### config.mk
export PLATFORM = sky130hd
export DESIGN_NAME = reclocker_rate_route_control
export DESIGN_NICKNAME = d
export VERILOG_FILES = /design/src/hw/rrc_pkg.sv /design/src/hw/masked_reg.sv /design/src/hw/reclocker_rate_route_control.sv
export SDC_FILE = /design/constraint.sdc
export NUM_CORES = 1
export LEC_CHECK = 0
export ABC_AREA = 1
export BUFFER_PORTS_ARGS = -buffer_cell sky130_fd_sc_hd__buf_2
export CORE_ASPECT_RATIO = 1.25
export CORE_UTILIZATION = 35
export DETAILED_ROUTE_END_ITERATION = 12
export RECOVER_POWER = 25
export SYNTH_ARGS = -nofsm -noshare
export SYNTH_HDL_FRONTEND = slang
export SYNTH_SLANG_ARGS = --single-unit
### constraint.sdc
create_clock -name core_clk_i -period 2.16 [get_ports core_clk_i]
set_input_delay 0.324 -clock core_clk_i [delete_from_list [all_inputs] [get_ports core_clk_i]]
set_output_delay 0.324 -clock core_clk_i [all_outputs]
set_load 0.01 [all_outputs]
### src/hw/rrc_pkg.sv
// Purpose: Constants shared by the reclocker rate/route control block.
// Assumes: 8-bit register addresses and data, masked register writes.
// Notes:   Offsets, field positions and reset values live here only.
package rrc_pkg;

   localparam int          ADDR_W = 8;
   localparam int          DATA_W = 8;

   // Register offsets
   localparam logic [7:0]  OFS_BANK_SEL   = 8'hff;
   localparam logic [7:0]  OFS_SIG_ABSENT = 8'h01;
   localparam logic [7:0]  OFS_CDR_RESET  = 8'h0a;
   localparam logic [7:0]  OFS_ROUTE_SEL  = 8'h31;
   localparam logic [7:0]  OFS_RATE_MASK  = 8'ha0;

   // Bank select field
   localparam logic [7:0]  BANK_FIELD_MASK = 8'h07;
   localparam logic [7:0]  BANK_CHANNEL    = 8'h04;

   // Field positions
   localparam int          RATE_270M_BIT   = 4;
   localparam int          RATE_1G5_BIT    = 3;
   localparam int          RATE_3G_BIT     = 2;
   localparam logic [7:0]  CDR_RESET_MASK  = 8'h0c;
   localparam logic [7:0]  ROUTE_FIELD_MSK = 8'h03;
   localparam int          ABSENT_PRI_BIT  = 0;
   localparam int          ABSENT_SEC_BIT  = 1;

   // Reset values
   localparam logic [7:0]  RATE_MASK_RST   = 8'h1c;
   localparam logic [7:0]  CDR_RESET_RST   = 8'h00;
   localparam logic [7:0]  ROUTE_SEL_RST   = 8'h00;
   localparam logic [7:0]  BANK_SEL_RST    = 8'h00;

   // Routing codes
   typedef enum logic [1:0] {
      ROUTE_PRI_BOTH = 2'b00,
      ROUTE_PRI_FIRST = 2'b01,
      ROUTE_SEC_SECOND = 2'b10,
      ROUTE_SEC_BOTH = 2'b11
   } route_code_t;

endpackage
### src/hw/masked_reg.sv
// Purpose: One 8-bit register updated under a write mask.
// Assumes: Single clock, asynchronous active-low reset.
// Notes:   Only bits set in the mask take the new data.
`timescale 1ns/1ps
module masked_reg #(
   parameter int          W       = 8,
   parameter logic [7:0]  RST_VAL = 8'h00
) (
   input  wire logic          core_clk_i, // Register clock
   input  wire logic          nrst_i,     // Async reset, active low
   input  wire logic          we_i,       // Write strobe for this register
   input  wire logic [W-1:0]  wdata_i,    // Write data
   input  wire logic [W-1:0]  wmask_i,    // Write mask
   output logic      [W-1:0]  q_o         // Stored value
);

   logic [W-1:0] q_d;

   // Masked update keeps unmasked bits
   assign q_d = (q_o & ~wmask_i) | (wdata_i & wmask_i);

   always_ff @(posedge core_clk_i or negedge nrst_i) begin
      if (!nrst_i) begin
         q_o <= RST_VAL[W-1:0];
      end else if (we_i) begin
         q_o <= q_d;
      end
   end

endmodule // masked_reg

### src/hw/reclocker_rate_route_control.sv
// Purpose: Channel control registers of a serial video reclocker: rate mask,
//          recovery-loop reset, input signal status and input/output routing.
// Assumes: Host issues masked register writes and reads on core_clk_i;
//          signal detector levels arrive asynchronously from the analog front.
// Notes:   Channel registers answer only while the channel bank is selected.
//          Reserved bits of the writable registers are plain storage.
//          Loss of signal on the selected input overrides the routing enables.
`timescale 1ns/1ps

module reclocker_rate_route_control
   import rrc_pkg::*;
(
   input  wire logic               core_clk_i,        // 100 MHz register clock
   input  wire logic               nrst_i,            // Async reset, active low
   input  wire logic               wr_i,              // Register write strobe
   input  wire logic               rd_i,              // Register read strobe
   input  wire logic [ADDR_W-1:0]  addr_i,            // Register offset
   input  wire logic [DATA_W-1:0]  wdata_i,           // Write data
   input  wire logic [DATA_W-1:0]  wmask_i,           // Write mask
   output logic      [DATA_W-1:0]  rdata_o,           // Read data, registered
   output logic                    rvalid_o,          // Read data valid pulse
   input  wire logic               pri_detect_i,      // Primary input detector, async
   input  wire logic               sec_detect_i,      // Secondary input detector, async
   output logic                    cdr_reset_o,       // Recovery loop reset
   output logic                    rate_270m_en_o,    // Divider choice 270 Mb/s allowed
   output logic                    rate_1g5_en_o,     // Divider choice 1.5 Gb/s allowed
   output logic                    rate_3g_en_o,      // Divider choice 3 Gb/s allowed
   output logic                    mux_sel_sec_o,     // Input mux picks secondary input
   output logic                    first_output_en_o, // First output driver on
   output logic                    second_output_en_o,// Second output driver on
   output logic                    core_pwrdn_o,      // Core power down
   output logic                    cdr_pwrdn_o        // Recovery loop power down
);

   // ------------------------------------------------------------
   // Address decode
   // ------------------------------------------------------------
   logic [7:0] bank_q;
   logic [7:0] rate_mask_q;
   logic [7:0] cdr_ctl_q;
   logic [7:0] route_q;
   logic       chan_bank;
   logic       we_bank;
   logic       we_rate;
   logic       we_cdr;
   logic       we_route;
   logic       hit_bank;
   logic       hit_absent;
   logic       hit_cdr;
   logic       hit_route;
   logic       hit_rate;

   // Offset match, shared by the write strobes and the read mux
   function automatic logic offset_hit(input logic [ADDR_W-1:0] a,
                                       input logic [7:0]        ofs);
      offset_hit = (a == ofs);
   endfunction

   // Channel registers answer only while the channel bank is selected
   function automatic logic bank_is_channel(input logic [7:0] sel);
      bank_is_channel = ((sel & BANK_FIELD_MASK) == BANK_CHANNEL);
   endfunction

   assign hit_bank   = offset_hit(addr_i, OFS_BANK_SEL);
   assign hit_absent = chan_bank && offset_hit(addr_i, OFS_SIG_ABSENT);
   assign hit_cdr    = chan_bank && offset_hit(addr_i, OFS_CDR_RESET);
   assign hit_route  = chan_bank && offset_hit(addr_i, OFS_ROUTE_SEL);
   assign hit_rate   = chan_bank && offset_hit(addr_i, OFS_RATE_MASK);

   // Bank register is always reachable; channel registers only in bank 4
   assign chan_bank = bank_is_channel(bank_q);
   assign we_bank   = wr_i && hit_bank;
   assign we_rate   = wr_i && hit_rate;
   assign we_cdr    = wr_i && hit_cdr;
   assign we_route  = wr_i && hit_route;
   // Status word has no strobe: writes to it are dropped here

   // ------------------------------------------------------------
   // Writable registers
   // ------------------------------------------------------------
   masked_reg #(.W(8), .RST_VAL(BANK_SEL_RST)) u_bank (
      .core_clk_i (core_clk_i),
      .nrst_i     (nrst_i),
      .we_i       (we_bank),
      .wdata_i    (wdata_i),
      .wmask_i    (wmask_i),
      .q_o        (bank_q)
   );

   // All rates permitted out of reset
   masked_reg #(.W(8), .RST_VAL(RATE_MASK_RST)) u_rate (
      .core_clk_i (core_clk_i),
      .nrst_i     (nrst_i),
      .we_i       (we_rate),
      .wdata_i    (wdata_i),
      .wmask_i    (wmask_i),
      .q_o        (rate_mask_q)
   );

   masked_reg #(.W(8), .RST_VAL(CDR_RESET_RST)) u_cdr (
      .core_clk_i (core_clk_i),
      .nrst_i     (nrst_i),
      .we_i       (we_cdr),
      .wdata_i    (wdata_i),
      .wmask_i    (wmask_i),
      .q_o        (cdr_ctl_q)
   );

   masked_reg #(.W(8), .RST_VAL(ROUTE_SEL_RST)) u_route (
      .core_clk_i (core_clk_i),
      .nrst_i     (nrst_i),
      .we_i       (we_route),
      .wdata_i    (wdata_i),
      .wmask_i    (wmask_i),
      .q_o        (route_q)
   );

   // ------------------------------------------------------------
   // Signal detector synchronisers
   // ------------------------------------------------------------
   logic pri_meta_q;
   logic pri_sync_q;
   logic sec_meta_q;
   logic sec_sync_q;

   // Primary chain; reset reads as absent, so outputs start powered down
   always_ff @(posedge core_clk_i or negedge nrst_i) begin
      if (!nrst_i) begin
         pri_meta_q <= 1'b0;
         pri_sync_q <= 1'b0;
      end else begin
         pri_meta_q <= pri_detect_i;
         pri_sync_q <= pri_meta_q;
      end
   end

   // Secondary chain, kept apart so one input never masks the other
   always_ff @(posedge core_clk_i or negedge nrst_i) begin
      if (!nrst_i) begin
         sec_meta_q <= 1'b0;
         sec_sync_q <= 1'b0;
      end else begin
         sec_meta_q <= sec_detect_i;
         sec_sync_q <= sec_meta_q;
      end
   end

   logic [7:0] absent_status;

   // Read-only view: no write path exists into this word
   assign absent_status = {6'h00, ~sec_sync_q, ~pri_sync_q};

   // ------------------------------------------------------------
   // Rate mask and recovery loop reset
   // ------------------------------------------------------------
   logic cdr_reset_d;

   // One mask bit per rate family; a cleared bit drops that divider choice
   function automatic logic rate_permitted(input logic [7:0] mask, input int pos);
      rate_permitted = mask[pos];
   endfunction

   assign rate_270m_en_o = rate_permitted(rate_mask_q, RATE_270M_BIT);
   assign rate_1g5_en_o  = rate_permitted(rate_mask_q, RATE_1G5_BIT);
   assign rate_3g_en_o   = rate_permitted(rate_mask_q, RATE_3G_BIT);

   // Held while either reset bit stays set; host clears both to release
   assign cdr_reset_d = |(cdr_ctl_q & CDR_RESET_MASK);
   assign cdr_reset_o = cdr_reset_d;

   // ------------------------------------------------------------
   // Routing and automatic power down
   // ------------------------------------------------------------
   route_code_t route_code;
   logic        sel_absent;
   logic        first_drv;
   logic        second_drv;

   assign route_code = route_code_t'(route_q[1:0] & ROUTE_FIELD_MSK[1:0]);
   assign mux_sel_sec_o = route_code[1];

   always_comb begin
      first_drv  = 1'b1;
      second_drv = 1'b1;
      case (route_code)
         ROUTE_PRI_BOTH: begin
            first_drv  = 1'b1;
            second_drv = 1'b1;
         end
         ROUTE_PRI_FIRST: begin
            first_drv  = 1'b1;
            second_drv = 1'b0;
         end
         ROUTE_SEC_SECOND: begin
            first_drv  = 1'b0;
            second_drv = 1'b1;
         end
         ROUTE_SEC_BOTH: begin
            first_drv  = 1'b1;
            second_drv = 1'b1;
         end
         default: begin
            first_drv  = 1'b1;
            second_drv = 1'b1;
         end
      endcase
   end

   // Only the selected input's detector matters for power down
   assign sel_absent = mux_sel_sec_o ? absent_status[ABSENT_SEC_BIT]
                                     : absent_status[ABSENT_PRI_BIT];
   assign core_pwrdn_o       = sel_absent;
   assign cdr_pwrdn_o        = sel_absent;
   assign first_output_en_o  = first_drv && !sel_absent;
   assign second_output_en_o = second_drv && !sel_absent;

   // ------------------------------------------------------------
   // Read path
   // ------------------------------------------------------------
   logic [7:0] rd_mux;

   // Unmapped offsets and channel registers outside the bank read zero
   always_comb begin
      rd_mux = 8'h00;
      if (hit_bank) begin
         rd_mux = bank_q;
      end else if (hit_absent) begin
         rd_mux = absent_status;
      end else if (hit_cdr) begin
         rd_mux = cdr_ctl_q;
      end else if (hit_route) begin
         rd_mux = route_q;
      end else if (hit_rate) begin
         rd_mux = rate_mask_q;
      end
   end

   always_ff @(posedge core_clk_i or negedge nrst_i) begin
      if (!nrst_i) begin
         rdata_o  <= 8'h00;
         rvalid_o <= 1'b0;
      end else begin
         rvalid_o <= rd_i;
         if (rd_i) begin
            rdata_o <= rd_mux;
         end
      end
   end

endmodule // reclocker_rate_route_control

======== Word-level counts from Yosys, hierarchy flattened ========
Cells that the tools add are included.
operators by class
  divide/modulo/power cells ............... 0
  bitwise gates (word level) .............. 12
  reduce and logical (&&, ||, !) cells .... 15
  magnitude comparators ................... 0
  shifts and indexed selects .............. 0
  $add $sub $neg .......................... 0
  muxes and demuxes ....................... 8
  multiply operators ...................... 0
  equal/unequal tests ..................... 9
operator list
  cell                                            number
  bitwise AND 8 bit                               5
  2-to-1 mux 8 bit                                5
  bitwise OR 8 bit                                4
  == test 8 bit (second input constant)           2
  logical AND 1 bit                               10
  == test 8 x 1 -> 1 bit (second input constant)  1
  == test 8 x 4 -> 1 bit (second input constant)  1
  == test 8 x 6 -> 1 bit (second input constant)  1
  NOT 8 bit                                       1
  OR reduction 3 bit                              2
  == test 2 bit (second input constant)           2
  one-hot mux 1 bit (2 select lines)              2
  == test 3 bit (second input constant)           1
  == test 2 x 1 -> 1 bit (second input constant)  1
  logical NOT 2 bit                               1
  NOT 1 bit                                       2
  OR reduction 2 bit                              1
  logical NOT 1 bit                               1
  2-to-1 mux 1 bit                                1
storage, ports and cells
  memories ................................ 0
  bits in read-only memories .............. 0
  logic and storage cells ................. 54
  RAM bits ................................ 0
  register bits after elaboration ......... 45
  latch bits .............................. 0

======== Depth between registers and ports, before layout ========
  word-level depth ........................ 7
  gate-level depth with buffers ........... 10
  depth with buffers taken out ............ 10

======== Hierarchy ========
A second synthesis with hierarchy kept.
second synthesis, totals
  cells, all modules ...................... 302
  area total of the unflattened synthesis .. 2496.1 um^2
modules (own cells, without submodules)
  module                        seq. area each (um^2)  times used  cells each  area each (um^2)
  masked_reg at u_bank ...      200.2                  3           42          381.6
  reclocker_rate_route_control  325.3                  1           134         965.9
  masked_reg at u_rate          203.9                  1           42          385.4

======== Worst setup path before layout ========
No wires, ideal clock.
  kind .................................... register -> output
  from .................................... reg with a tool-made name
  to ...................................... out core_pwrdn_o
  arrival time ............................ 1118 ps
  cell stages (with the launch flop) ...... 3
  path slack .............................. 718 ps
  buffers on the path ..................... 1
  cells stage by stage .................... dfrtp_1 > o21ai_0 > buf_4
RTL lines
  item       line                                text
  to (decl)  reclocker_rate_route_control.sv:31  output logic core_pwrdn_o,

==> impl_metrics.yaml <==
routing:
  wl_met3_um: 186
  wirelength_mm: 5.46
  final_antenna_net_count: 0
  highest_layer: "met4"
  avgRoutedWirePerCell_um: 13.0
  wl_met1_mm: 2.54
  wl_met2_mm: 2.66
  num_vias: 1999
  viasPerCell: 4.76
  drtIter0Drc: 109
  drt_pass1_iterations: 4
  drc: 0
critical_path:
  worst-path-max-fanout: 8
  cp_top_family: "simple AND/OR/NAND/NOR gates"
  endpoint_kind: "flip-flop"
  crit_chain: "nor3_4, nand2_1, nor2_2, nand2_1, nand2_1, o21ai_0"
  max_stage_delay_ns: 0.44
  r2r_slack_ns: 0.43
  crit_buf_inv: 0
  required_ns: 2.35
  crit_top_cell: "nand2_1"
  slowest_stage: "dfrtp_1"
  start_kind: "flip-flop"
  critPathArrivalTime_ns: 1.91
  r2r_cells: 6
  criticalPathCategory: "flip-flop to flip-flop"
yosys:
  seq_area_frac_synth_pct: 50.7
  synth_seq_cells: 45
  syn_inst: 279
  synth.avg_cell_area_um2: 7.99
  netlist_area_um2: 2230
  synth_fp_nets: 309
  synth_warnings: 0
  yosysUniqueCellTypes: 24
worst_hold_path:
  hp-start: "sec_detect_i"
  hold_class: "input pin to flip-flop"
  holdPathStages: 1
  whs_endpoint: "sec_meta_q"
final_layout:
  num-nets-final: 364
  num-fill-cells: 668
  num_antenna_cells: 0
  area_delta_synth_final_pct: 20.4
  drive_above_1_share_pct: 22.4
  fin_area_um2: 2680
timing:
  slew_headroom_pct: 24.9
  finalSetupViolCount: 0
  setup_ws_ns: 0.433
  fin_skew_ns: 0.0111
  grt_setup_unrepaired: "no"
  setup_tns_ns: 0
  finalCritPeriodShare_pct: 79.9
  maxSlewViolCount: 0
  finalCriticalPeriod_ns: 1.73
  hold_violations: 0
  whs_ns: 0.129
  tightest_slew_ns: 1.13
  clock.fmax_mhz: 579
outcome:
  status: "complete, no violations"
global_routing:
  grt.overflow.total: 0
  first_global_vias: 1843
  antenna_found_initial: 0
  track_usage_pct: 17.8
  grt_max_degree: 26
  grt_pass1_wl_mm: 8.96
place:
  portBuffers: 47
  place_area_um2: 2580
  pre_cts_slack_ns: 0.371
  place_congestion: 0.772
  dpl.hpwl_mm: 3.93
clocking:
  cts_resized: 0
  insertion_delay_ns: 0.30
  cts_num_sinks: 45
  cts_made_buffers: 5
  cts_root_buffer: "clkbuf_8"
  cts_tree: "built"
  path_clk_slew_ns: 0.09
  clockBufferDepth: 2
  htreeDepth: 2
  postCtsHoldBufs: 0
  postCtsSetupRepairBufs: 0
power:
  leakagePower_nw: 1.34
  power.density_nw_per_um2: 626
  ir_drop_mv: 0.441
  finalPower_mw: 1.68
floorplan:
  io-pin-count: 48
  dieArea_um2: 6700
  die_x_um: 73.4
  rows: 32
  start_util_pct: 36.2
  dieHeight_um: 91.2
  core_um2: 6170
job:
  drv_cap: 0
## stage by stage
| step | utilization [%] | instances |
|---|---|---|
| 6_report | 43.5 | 420 |
| 2_1_floorplan | - | 279 |
| 3_5_place_dp | 41.9 | 412 |
| 5_1_grt | 43.5 | 420 |
| 3_3_place_gp | 41.9 | 412 |
| 4_1_cts | 43.8 | 420 |
## worst max-delay path by stage
stage | startpoint | to | slack, ns | cells past startpoint
6_report | flip-flop | flip-flop | 0.43 | 6
5_1_grt | flip-flop | flip-flop | 0.25 | 6
3_5_place_dp | addr_i[3] | flip-flop | 0.37 | 9
4_1_cts | flip-flop | flip-flop | 0.44 | 6
2_1_floorplan | flip-flop | core_pwrdn_o | 0.72 | 2
3_3_place_gp | addr_i[3] | flip-flop | 0.41 | 9
## cell usage after synthesis (all sizes together)
| cell | number | share of area (%) |
|---|---|---|
| nor2 | 39 | 7.9 |
| nor3 | 5 | 2.6 |
| inv | 26 | 4.4 |
| o21ai | 28 | 6.3 |
| or2 | 1 | 0.28 |
| a21oi | 9 | 2.4 |
| dfstp | 3 | 3.5 |
| nand3 | 28 | 6.3 |
| a31oi | 8 | 2.8 |
| nand2 | 86 | 15 |
| clkbuf | 1 | 0.17 |
| dfrtp | 42 | 47 |
| buf | 3 | 1.5 |
## cell families after synthesis
logic type | synth area share (%)
simple gates | 31.9
compound gates | 11.4
buf+inv | 6.00
flops | 50.7
## cell usage in the layout (no fill, tap or decap), drive strengths merged
cell type  netlist  routed
a31oi            8       8
buf              3      49
inv             26      26
nor3             5       5
nand3           28      28
clkbuf           1      10
nand2           86      86
a21oi            9       9
nor2            39      39
dfrtp           42      42
o21ai           28      28
bufinv           0       1
dfstp            3       3
or2              1       1
## routing by layer
layer | up-vias | track usage, %
li1 | 1012 | -
met1 | 937 | 24.3
met2 | 45 | 28.4
met3 | 5 | 2.77
met4 | 0 | 6.09
met5 | - | 0
## power by group
group	internal [mW]	switching [mW]
registers	0.862	0.0111
logic	0.0503	0.0982
clock network	0.377	0.281
## area by class of cell
cell class / instances / area, µm² / share of cell area [%]
timing repair buffer: 52 / 268 / 9.98
inverter: 26 / 97.6 / 3.64
tap: 85 / 106 / 3.96
clock inverter: 1 / 30.0 / 1.12
sequential: 45 / 1130 / 42.1
multi-input combinational: 204 / 966 / 36.0
clock buffer: 7 / 86.3 / 3.22
No activity file was read; power rests on OpenSTA's default activity.
